### src/sqgen_pkg.sv
// Purpose: Shared constants for the square-wave frequency generator.
// Assumes: 125 MHz system clock, classic Wishbone register access.
// Notes:   Frequency is carried in tenths of a hertz throughout.
package sqgen_pkg;

    // Clock and frequency scaling
    localparam int          CLK_PERIOD_NS      = 8;
    localparam int          CLK_HZ             = 1_000_000_000 / CLK_PERIOD_NS;
    localparam int          FREQ_UNITS_PER_HZ  = 10;
    localparam logic [31:0] FREQ_MIN           = 32'h0000_0001;
    localparam logic [31:0] FREQ_MAX           = 32'h000F_4240;
    // Phase accumulator wraps once per half period
    localparam logic [31:0] ACC_WRAP           = 32'(CLK_HZ / 2 * FREQ_UNITS_PER_HZ);

    // Register byte offsets
    localparam logic [7:0]  ADR_CTRL           = 8'h00;
    localparam logic [7:0]  ADR_FREQ           = 8'h04;
    localparam logic [7:0]  ADR_CFG            = 8'h08;
    localparam logic [7:0]  ADR_STATUS         = 8'h0C;

    // Control fields
    localparam int          CTRL_EN_AUTH       = 0;
    localparam int          CTRL_FORCE_EN      = 1;
    localparam int          CTRL_SYNC_AUTH     = 2;
    localparam int          CTRL_FORCE_SYNC    = 3;
    localparam int          CTRL_W             = 4;

    // Configuration fields
    localparam int          CFG_SYNC_MAP       = 0;
    localparam int          CFG_SYNC_FILT_LO   = 1;
    localparam int          CFG_SYNC_EDGE_LO   = 4;
    localparam int          CFG_EN_MAP         = 6;
    localparam int          CFG_EN_FILT_LO     = 7;
    localparam int          CFG_W              = 10;

    // Status fields
    localparam int          STAT_AT_FREQ       = 0;
    localparam int          STAT_BUSY          = 1;
    localparam int          STAT_ERROR         = 2;
    localparam int          STAT_ENABLED       = 3;
    localparam int          STAT_OUT           = 4;
    localparam int          STAT_CODE_LO       = 8;

    // Reset values
    localparam logic [CTRL_W-1:0] CTRL_RST     = 4'h0;
    localparam logic [31:0]       FREQ_RST     = 32'h0000_03E8;
    localparam logic [CFG_W-1:0]  CFG_RST      = 10'h000;

    // Physical input positions of the sync and enable pins
    localparam int          SYNC_PIN_IDX       = 2;
    localparam int          EN_PIN_IDX         = 4;

    // Debounce settings, in nanoseconds
    localparam int unsigned FILT_TIME_NS [8]   = '{2_000, 4_000, 12_000, 40_000,
                                                   120_000, 400_000, 1_200_000, 4_000_000};
    localparam int          FILT_CNT_W         = 20;

    typedef enum logic [7:0] {
        ERR_NONE  = 8'h00,
        ERR_RANGE = 8'h01
    } error_code_t;

    typedef enum logic [1:0] {
        EDGE_RISE = 2'b00,
        EDGE_FALL = 2'b01,
        EDGE_BOTH = 2'b10
    } sync_edge_t;

    typedef enum logic [1:0] {
        ST_IDLE  = 2'b00,
        ST_RUN   = 2'b01,
        ST_FAULT = 2'b10
    } gen_state_t;

    // Least time rounds up to whole cycles
    function automatic int unsigned filt_cycles(input int idx);
        return (FILT_TIME_NS[idx] + CLK_PERIOD_NS - 1) / CLK_PERIOD_NS;
    endfunction : filt_cycles

endpackage : sqgen_pkg

### src/square_wave_generator.sv
// Purpose: Square-wave frequency generator with 50% duty, Wishbone registers.
// Assumes: Synchronous inputs, one 125 MHz clock, synchronous active-high reset.
// Notes:   Phase accumulator avoids a divider; edges jitter by one clock at most.
`timescale 1ns/1ps
module square_wave_generator #(
    parameter int          GEN_INDEX  = 0,
    parameter int          NUM_INPUTS = 8,
    parameter int unsigned FILT_CYC [8] = '{
        sqgen_pkg::filt_cycles(0), sqgen_pkg::filt_cycles(1),
        sqgen_pkg::filt_cycles(2), sqgen_pkg::filt_cycles(3),
        sqgen_pkg::filt_cycles(4), sqgen_pkg::filt_cycles(5),
        sqgen_pkg::filt_cycles(6), sqgen_pkg::filt_cycles(7)}
) (
    // Clock and reset
    input  wire logic                  clk_i,
    input  wire logic                  rst_i,
    // Wishbone slave
    input  wire logic                  wb_cyc_i,
    input  wire logic                  wb_stb_i,
    input  wire logic                  wb_we_i,
    input  wire logic [7:0]            wb_adr_i,
    input  wire logic [3:0]            wb_sel_i,
    input  wire logic [31:0]           wb_dat_i,
    output      logic [31:0]           wb_dat_o,
    output      logic                  wb_ack_o,
    // Physical inputs
    input  wire logic [NUM_INPUTS-1:0] phys_in_i,
    // Generator outputs
    output      logic                  square_out_o,
    output      logic                  at_target_frequency_o,
    output      logic                  busy_o,
    output      logic                  error_o,
    output      sqgen_pkg::error_code_t error_code_o,
    output      logic                  module_claimed_o
);
    import sqgen_pkg::*;

    // Refuse configurations the logic cannot serve
    if (GEN_INDEX < 0 || GEN_INDEX > 1) begin : g_bad_index
        $error("Only generator indices 0 and 1 exist");
    end
    if (NUM_INPUTS <= EN_PIN_IDX) begin : g_bad_inputs
        $error("Too few physical inputs for the enable pin");
    end

    // Debounce counts must fit the counter and be one cycle at least
    for (genvar f = 0; f < 8; f++) begin : g_chk_filt
        if (FILT_CYC[f] < 1 || FILT_CYC[f] > (1 << FILT_CNT_W)) begin : g_bad_filt
            $error("Debounce count outside what the counter can time");
        end
    end

    function automatic logic [31:0] merge_bytes(input logic [31:0] old_v,
                                                input logic [31:0] new_v,
                                                input logic [3:0]  sel);
        logic [31:0] res;
        res = old_v;
        for (int b = 0; b < 4; b++) begin
            if (sel[b]) begin
                res[b*8 +: 8] = new_v[b*8 +: 8];
            end
        end
        return res;
    endfunction : merge_bytes

    // Registers
    logic [CTRL_W-1:0] ctrl_r;
    logic [31:0]       freq_r;
    logic [CFG_W-1:0]  cfg_r;
    logic              ack_r;
    logic [31:0]       rd_dat_r;

    // Bus decode
    wire        bus_req   = wb_cyc_i & wb_stb_i;
    wire        wr_en     = bus_req & wb_we_i & ack_r;
    wire        rd_load   = bus_req & ~ack_r;
    wire [31:0] ctrl_wide = {{(32-CTRL_W){1'b0}}, ctrl_r};
    wire [31:0] cfg_wide  = {{(32-CFG_W){1'b0}}, cfg_r};
    wire [31:0] ctrl_nxt  = merge_bytes(ctrl_wide, wb_dat_i, wb_sel_i);
    wire [31:0] freq_nxt  = merge_bytes(freq_r, wb_dat_i, wb_sel_i);
    wire [31:0] cfg_nxt   = merge_bytes(cfg_wide, wb_dat_i, wb_sel_i);

    // Control fields
    wire        en_auth    = ctrl_r[CTRL_EN_AUTH];
    wire        force_en   = ctrl_r[CTRL_FORCE_EN];
    wire        sync_auth  = ctrl_r[CTRL_SYNC_AUTH];
    wire        force_sync = ctrl_r[CTRL_FORCE_SYNC];
    wire        sync_map   = cfg_r[CFG_SYNC_MAP];
    wire        en_map     = cfg_r[CFG_EN_MAP];
    wire [1:0]  sync_edge  = cfg_r[CFG_SYNC_EDGE_LO +: 2];
    wire [2:0]  filt_sel [2];
    assign filt_sel[0] = cfg_r[CFG_SYNC_FILT_LO +: 3];
    assign filt_sel[1] = cfg_r[CFG_EN_FILT_LO +: 3];

    always_ff @(posedge clk_i) begin
        if (rst_i) begin
            ack_r <= 1'b0;
        end else begin
            ack_r <= bus_req & ~ack_r;
        end
    end

    // Writes land on the edge at which the master sees ack
    always_ff @(posedge clk_i) begin
        if (rst_i) begin
            ctrl_r <= CTRL_RST;
            freq_r <= FREQ_RST;
            cfg_r  <= CFG_RST;
        end else if (wr_en) begin
            if (wb_adr_i == ADR_CTRL) begin
                ctrl_r <= ctrl_nxt[CTRL_W-1:0];
            end
            if (wb_adr_i == ADR_FREQ) begin
                freq_r <= freq_nxt;
            end
            if (wb_adr_i == ADR_CFG) begin
                cfg_r <= cfg_nxt[CFG_W-1:0];
            end
        end
    end

    // Debounce of sync (0) and enable (1) pins
    logic [1:0] pin_raw;
    logic [1:0] pin_filt;
    assign pin_raw[0] = phys_in_i[SYNC_PIN_IDX];
    assign pin_raw[1] = phys_in_i[EN_PIN_IDX];

    for (genvar ch = 0; ch < 2; ch++) begin : g_filt
        logic [FILT_CNT_W-1:0] cnt_r;
        logic                  filt_r;
        wire  [FILT_CNT_W-1:0] limit = FILT_CNT_W'(FILT_CYC[filt_sel[ch]] - 1);
        // Input must hold its new level for the whole setting before it passes
        always_ff @(posedge clk_i) begin
            if (rst_i) begin
                cnt_r  <= '0;
                // Start at the pin's level so no false edge follows reset
                filt_r <= pin_raw[ch];
            end else if (pin_raw[ch] == filt_r) begin
                cnt_r <= '0;
            end else if (cnt_r >= limit) begin
                cnt_r  <= '0;
                filt_r <= pin_raw[ch];
            end else begin
                cnt_r <= cnt_r + 1'b1;
            end
        end
        assign pin_filt[ch] = filt_r;
    end

    // Edge detection
    logic sync_d_r;
    logic fsync_d_r;
    always_ff @(posedge clk_i) begin
        if (rst_i) begin
            sync_d_r  <= pin_filt[0];
            fsync_d_r <= 1'b0;
        end else begin
            sync_d_r  <= pin_filt[0];
            fsync_d_r <= force_sync;
        end
    end

    wire sync_rise  = pin_filt[0] & ~sync_d_r;
    wire sync_fall  = ~pin_filt[0] & sync_d_r;
    wire edge_match = (sync_edge == EDGE_RISE) ? sync_rise :
                      (sync_edge == EDGE_FALL) ? sync_fall :
                      (sync_rise | sync_fall);
    wire sync_hit   = sync_auth & sync_map & edge_match;
    wire fsync_rise = force_sync & ~fsync_d_r;
    wire restart    = sync_hit | fsync_rise;

    wire enabled  = force_en | (en_auth & en_map & pin_filt[1]);
    wire range_ok = (freq_r >= FREQ_MIN) && (freq_r <= FREQ_MAX);

    // Generator core
    gen_state_t  state_r;
    logic [31:0] acc_r;
    logic [31:0] active_r;
    logic        out_r;
    wire  [31:0] acc_sum = acc_r + active_r;
    wire         tick    = acc_sum >= ACC_WRAP;

    // A new frequency from idle starts at once; a change while running
    // waits for the next half-period edge so no runt pulse appears.
    always_ff @(posedge clk_i) begin
        if (rst_i) begin
            state_r  <= ST_IDLE;
            acc_r    <= '0;
            active_r <= FREQ_RST;
            out_r    <= 1'b0;
        end else begin
            case (state_r)
                ST_IDLE: begin
                    if (enabled && range_ok) begin
                        state_r  <= ST_RUN;
                        acc_r    <= '0;
                        active_r <= freq_r;
                        out_r    <= 1'b1;
                    end else if (enabled) begin
                        state_r <= ST_FAULT;
                    end
                end
                ST_RUN: begin
                    if (!enabled) begin
                        state_r <= ST_IDLE;
                        out_r   <= 1'b0;
                    end else if (!range_ok) begin
                        state_r <= ST_FAULT;
                        out_r   <= 1'b0;
                    end else if (restart) begin
                        acc_r    <= '0;
                        active_r <= freq_r;
                        out_r    <= 1'b1;
                    end else if (tick) begin
                        acc_r    <= acc_sum - ACC_WRAP;
                        active_r <= freq_r;
                        out_r    <= ~out_r;
                    end else begin
                        acc_r <= acc_sum;
                    end
                end
                ST_FAULT: begin
                    if (!enabled) begin
                        state_r <= ST_IDLE;
                    end else if (range_ok) begin
                        state_r  <= ST_RUN;
                        acc_r    <= '0;
                        active_r <= freq_r;
                        out_r    <= 1'b1;
                    end
                end
                default: begin
                    state_r <= ST_IDLE;
                    out_r   <= 1'b0;
                end
            endcase
        end
    end

    wire running  = (state_r == ST_RUN);
    wire at_freq  = running && (active_r == freq_r);
    wire fault    = (state_r == ST_FAULT);
    wire busy     = enabled && running && !at_freq;

    assign square_out_o          = out_r;
    assign at_target_frequency_o = at_freq;
    assign busy_o                = busy;
    assign error_o               = fault;
    assign error_code_o          = fault ? ERR_RANGE : ERR_NONE;

    // Claims its expert module from the first cycle after reset, whatever the configuration
    logic claimed_r;
    always_ff @(posedge clk_i) begin
        if (rst_i) begin
            claimed_r <= 1'b0;
        end else begin
            claimed_r <= 1'b1;
        end
    end
    assign module_claimed_o = claimed_r;

    // Status view and read mux
    logic [31:0] status_word;
    always_comb begin
        status_word                            = '0;
        status_word[STAT_AT_FREQ]              = at_freq;
        status_word[STAT_BUSY]                 = busy;
        status_word[STAT_ERROR]                = fault;
        status_word[STAT_ENABLED]              = enabled;
        status_word[STAT_OUT]                  = out_r;
        status_word[STAT_CODE_LO +: 8]         = error_code_o;
    end

    wire [31:0] rd_mux = (wb_adr_i == ADR_CTRL)   ? ctrl_wide :
                         (wb_adr_i == ADR_FREQ)   ? freq_r :
                         (wb_adr_i == ADR_CFG)    ? cfg_wide :
                         (wb_adr_i == ADR_STATUS) ? status_word : 32'h0000_0000;

    always_ff @(posedge clk_i) begin
        if (rst_i) begin
            rd_dat_r <= '0;
        end else if (rd_load) begin
            rd_dat_r <= rd_mux;
        end
    end

    assign wb_dat_o = rd_dat_r;
    assign wb_ack_o = ack_r;
endmodule : square_wave_generator

### config.mk
export PLATFORM = sky130hd
export DESIGN_NAME = square_wave_generator
export DESIGN_NICKNAME = d
export VERILOG_FILES = /design/src/sqgen_pkg.sv /design/src/square_wave_generator.sv
export SDC_FILE = /design/constraint.sdc
export NUM_CORES = 1
export LEC_CHECK = 0
export ABC_AREA = 0
export BUFFER_PORTS_ARGS = -buffer_cell sky130_fd_sc_hd__buf_2
export CORE_MARGIN = 5
export CORE_UTILIZATION = 60
export CTS_BUF_LIST = sky130_fd_sc_hd__clkbuf_16
export CTS_CLUSTER_SIZE = 40
export DETAILED_ROUTE_END_ITERATION = 7
export PLACE_DENSITY = 0.85
export SYNTH_ARGS = -nofsm -noshare
export SYNTH_HDL_FRONTEND = slang
export SYNTH_SLANG_ARGS = --single-unit
### constraint.sdc
create_clock -name clk_i -period 5.9 [get_ports clk_i]
set_input_delay 0.885 -clock clk_i [delete_from_list [all_inputs] [get_ports clk_i]]
set_output_delay 0.885 -clock clk_i [all_outputs]
set_load 0.02 [all_outputs]
### After elaboration in Yosys (flattened, before gate mapping)

Memories as Yosys holds them, arrays and structs flattened.
Cells that the tools add are included.

* add/sub/neg operators: 6
* magnitude comparators: 7
* mux-type cells: 49
* reduce and logical (&&, ||, !) cells: 27
* bitwise gates (word level): 21
* eq/ne operators: 21

Operators with widths (count)
* 32-bit 2-to-1 mux: 16
* 32-bit one-hot mux with 3 select lines: 2
* 20-bit 2-to-1 mux: 4
* 20-bit by 1-bit adder with 20-bit output (second input constant): 2
* 20-bit >= comparator: 2
* 20-bit by 1-bit subtractor with 20-bit output (second input constant): 2
* 32-bit adder: 1
* 32-bit == test: 1
* 32-bit by 1-bit >= comparator with 1-bit output (second input constant): 1
* 32-bit by 30-bit >= comparator with 1-bit output (second input constant): 1
* 32-bit by 20-bit <= comparator with 1-bit output (second input constant): 1
* 32-bit by 30-bit subtractor with 32-bit output (second input constant): 1
* 3-bit AND reduction: 8
* 1-bit 2-to-1 mux: 17
* 8-bit by 4-bit == test with 1-bit output (second input constant): 2
* 2-bit inequality test (second input constant): 7
* 2-bit 2-to-1 mux: 6
* 3-bit inequality test (second input constant): 4
* 1-bit bitwise AND: 11
* 10-bit 2-to-1 mux: 1
* 9-bit 2-to-1 mux: 1
* 8-bit by 3-bit == test with 1-bit output (second input constant): 1
* 4-bit >= comparator (second input constant): 2
* 8-bit zero test: 1
* 19 further kinds: 36

* memories: 2
* memory bits (read-only): 512
* output and inout bits: 46
* bits in registers: 191
* word-level logic and storage cells: 153

Memories
* (no name shown): depth 8, width 32, read ports 1, clocked after Yosys merged registers in 0, write ports 0, RTL line square_wave_generator.sv:131 `wire [FILT_CNT_W-1:0] limit = FILT_CNT_W'(FILT_CYC[filt_sel[ch]] - 1);`
* (no name shown): depth 8, width 32, read ports 1, clocked after Yosys merged registers in 0, write ports 0, RTL line square_wave_generator.sv:131

### Logic depth before layout (Yosys ltp)

* depth in word-level cells: 11
* gate-level depth with buffers: 18
* gate-level depth less buffers: 18

### Least setup slack after synthesis

Ideal clock, no wire load.

* kind: flip-flop to flip-flop
* start point: register active_r[0]
* end point: register acc_r[19]
* arrival time: 3.960 ns
* stages on the path, launching flop included: 14
* library setup time: 0.122 ns
* setup slack: 1.818 ns
* clock period less this slack: 4.082 ns
* path through: dfxtp_1 > ha_1 > fa_1 > a21o_1 > a221oi_4 > xnor2_1 > ha_1 > or4b_2 > o41ai_1 > nor3b_2 > o31ai_4 > o211a_4 > or3_1 > a221o_1

* word-level cells in the longest chain between the ends: 7

RTL lines
* from (decl): RTL line square_wave_generator.sv:178 `logic [31:0] active_r;`
* from (signal assigned): RTL line square_wave_generator.sv:197 `active_r <= freq_r;`
* from (signal assigned): RTL line square_wave_generator.sv:212 `active_r <= freq_r;`
* from (signal assigned): RTL line square_wave_generator.sv:216 `active_r <= freq_r;`
* 32-bit adder (*): RTL line square_wave_generator.sv:180 `wire [31:0] acc_sum = acc_r + active_r;`
* 32-bit by 30-bit subtractor with 32-bit output or 32-bit by 30-bit >= comparator with 1-bit output (tied branches): RTL line square_wave_generator.sv:215, square_wave_generator.sv:181
* 32-bit 2-to-1 mux (*): RTL line square_wave_generator.sv:214 `end else if (tick) begin`
* 32-bit 2-to-1 mux (*): RTL line square_wave_generator.sv:210 `end else if (restart) begin`
* 32-bit 2-to-1 mux (*): RTL line square_wave_generator.sv:207 `end else if (!range_ok) begin`
* 32-bit 2-to-1 mux (*): RTL line square_wave_generator.sv:204 `if (!enabled) begin`
* 32-bit one-hot mux with 3 select lines (*): RTL line square_wave_generator.sv:192 `case (state_r)`
* to (signal assigned): RTL line square_wave_generator.sv:215 `acc_r <= acc_sum - ACC_WRAP;`
* to (signal assigned): RTL line square_wave_generator.sv:219 `acc_r <= acc_sum;`
* to (decl): RTL line square_wave_generator.sv:177 `logic [31:0] acc_r;`

Mark *: on every way between the ends. The rest lies on a longest branch, timed or not. The select of a mux whose other input is x is not followed.
A chain may end at the register's enable or synchronous reset.

### Worst setup path in the final report

* start point: register active_r[0]
* end point: register acc_r[12]

Same word-level chain as after synthesis.

==> results.py <==
metrics = {
    "yosys": {
        "synth_flop_cell": "dfxtp_1",
        "synthTopCellsByArea": "dfxtp_1, ha_1, mux2i_1",
        "avgSynthCellArea_um2": 8.301,
        "yosysTopAreaCellShare_pct": 30.67,
        "postSynthCellCount": 1486,
        "syn_area_um2": 12340,
        "synth_seq_cells": 191,
        "ys_warn_count": 0,
        "synthArstFlopShare_pct": 0,
        "ys_seq_area_share_pct": 31.16,
        "synth_top_area_cell": "dfxtp_1",
        "synth_edf_count": 2,
        "ys_types": 92,
    },
    "floorplan": {
        "rows": 52,
        "die_width_um": 153.4,
        "start_util_pct": 60.96,
        "dieArea_um2": 23530,
        "coreArea_um2": 20230,
        "fp.dieH_um": 153.4,
        "io_pins": 103,
    },
    "timing": {
        "holdWs_ns": 0.4545,
        "hold_violations": 0,
        "finalCriticalPeriod_ns": 5.190,
        "report.final.slew_viol_count": 0,
        "relSlewSlack_pct": 19.68,
        "fin_setup_tns_ns": 0,
        "setup_viol": 0,
        "grt_setup_unrepaired": "no",
        "skew_ns": 0.01766,
        "tightest_slew_ns": 1.194,
        "post-route-period-util_pct": 87.97,
        "fmax_mhz": 192.7,
    },
    "drt": {
        "avgViaCountPerCell": 6.455,
        "drt_wl_total_um": 34350,
        "wl_per_cell_um": 18.95,
        "drtAntennaViolNets": 0,
        "dr.pass1.iters": 8,
        "drc": 2,
        "num_vias": 11700,
        "drtIter0Drc": 1123,
    },
    "setup_path": {
        "path_delay_family": "compound AO/OA/AOI/OAI gates",
        "path_common_cell": "ha_1",
        "cp_cell_sequence": "ha_1, fa_1, a21o_1, a221oi_4, xnor2_1, ha_1, or4b_2, o41ai_1, nor3b_2, o31ai_4, o211ai_1, buf_4, nand4_1, o311ai_0",
        "worstSetupPathType": "register to register",
        "startpoint_type": "register",
        "cp-end-kind": "register",
        "arrival_ns": 5.51,
        "cp_max_fo": 16,
        "path_buf_inv": 1,
        "required_ns": 6.22,
        "slowest_delay_ns": 0.66,
        "cp_slowest_cell": "o211ai_1",
    },
    "clock_network": {
        "cts.clk_slew.worst_paths_ns": 0.08,
        "cts_tree": "yes",
        "cts_max_level": 4,
        "clock_latency_ns": 0.45,
        "clock-root-buffer": "clkbuf_16",
        "cts_post_setup_buffers_inserted": 0,
        "cts_buffers": 17,
        "clockBufferDepth": 2,
        "cts.sinks": 191,
        "cts-hold-fix-buffers": 0,
        "cts_resized": 0,
    },
    "grt": {
        "grt_max_degree": 61,
        "grt_pass1_wl_um": 55330,
        "grt_pass1_vias": 10980,
        "grt_overflow": 0,
        "grt_antenna_before_repair": 0,
        "grt_usage_pct": 28.02,
    },
    "pwr": {
        "vdd_drop_max_mv": 0.1967,
        "p_leak_nw": 5.666,
        "power_density_nw_per_um2": 194.2,
    },
    "place": {
        "dp_hpwl_um": 24850,
        "io_buffers": 89,
        "globalplace.congestion": 0.9283,
        "dp_cells": 1781,
    },
    "job": {
        "maxCapViolCount": 0,
    },
    "status": {
        "violations": "design-rule violations",
        "status": "finished, violations left",
    },
    "cells_and_area": {
        "n_fill_cell": 1574,
        "mostFrequentLayoutCell": "dfxtp_1",
        "syn2layout_area_growth_pct": 9.615,
        "fin_cells": 1813,
        "nNetsFinal": 1675,
        "most-common-layout-cells": "dfxtp_1, nor2_1, nand2_1",
        "n_antenna_cell": 0,
        "drive_above_1_share_pct": 11.02,
    },
    "worst_hold_path": {
        "hold_path_class": "register to register",
    },
}
state kept, by name (all words and copies together) (netlist names):
name and flops:
acc_r 32, active_r 32, sync_d_r 1, cfg_r 10, g_filt.cnt_r 40, module_claimed_o 1
freq_r 32, square_out_o 1, wb_ack_o 1, g_filt.filt_r 2, ctrl_r 4, fsync_d_r 1
wb_dat_o 32, state_r 2
power by group:
group	total, W	switching [W]	internal [W]	leakage (nW)
logic	0.0000941	0.0000645	0.0000297	3.81
registers	0.00130	0.00000547	0.00130	1.54
clock network	0.00123	0.000634	0.000596	0.310
total	0.00263	0.000704	0.00192	5.67
logic make-up after synthesis:
logic type      share of synthesized area (%)
flops                                   31.16
fa+ha+maj                               8.987
mux                                     6.928
simple gates                            23.82
buf+inv                                 3.976
compound gates                          17.90
other cells                           0.06088
xor+xnor                                7.171
through the flow:
step	setup slack [ns]	area, µm²	util [%]	power (W)
detailed placement	0.8540	12870	63.63	0.001423
floorplan	1.818	12360	-	0.001388
global placement	1.045	12870	63.63	0.001421
finish	0.7097	13520	66.83	0.002626
global route	0.5263	13520	66.83	0.002697
CTS	0.8421	13520	66.83	0.002625
cell type report:
cell class	count	area, µm²	area share [%]
multi-input combinational	1188	8046	59.51
sequential	191	3844	28.43
timing repair buffer	99	523.0	3.868
clock buffer	17	425.4	3.146
tap	270	337.8	2.498
clock inverter	15	221.5	1.638
inverter	33	123.9	0.9161
tightest hold or removal path, cell delays in order (launching register included):
cell and delay [ns]:
dfxtp_1 0.32, nand2_1 0.05, a21oi_1 0.05
synthesized netlist by cell type (all sizes together) (4+ instances only):
library cell and count:
a211o 9, a211oi 11, a21boi 8, a21o 37, a21oi 71, a221oi 9
a22oi 12, a31o 4, a31oi 11, a32o 6, a32oi 10, and2 11
and3 29, and4 9, buf 24, clkbuf 57, dfxtp 189, ha 87
inv 32, mux2i 73, mux4 4, nand2 158, nand3 81, nand4 26
nor2 177, nor2b 12, nor3 34, nor3b 17, nor4 20, o211ai 14
o21a 6, o21ai 32, o21bai 5, o311ai 8, o31ai 10, or2 8
or3 7, or4 8, xnor2 60, xor2 41
layer usage:
layer | track usage (%) | share of wire, % | vias up
met4 | 11.02 | 3.4 | 0
met2 | 48.49 | 49 | 525
li1 | - | - | 5461
met5 | 0 | 0 | -
met1 | 35.17 | 41 | 5619
met3 | 4.156 | 6.3 | 98
final timing paths:
| path | from | end | slack (ns) | cells after the start |
|---|---|---|---|---|
| worst max-delay path | active_r[0] | acc_r[12] | 0.71 | 14 |
| worst min-delay path | wb_dat_o[11] | wb_dat_o[11] | 0.45 | 2 |
| worst max register to register | active_r[0] | acc_r[12] | 0.71 | 14 |
| worst min register to register | wb_dat_o[11] | wb_dat_o[11] | 0.45 | 2 |
No activity file was read; power rests on OpenSTA's default activity.
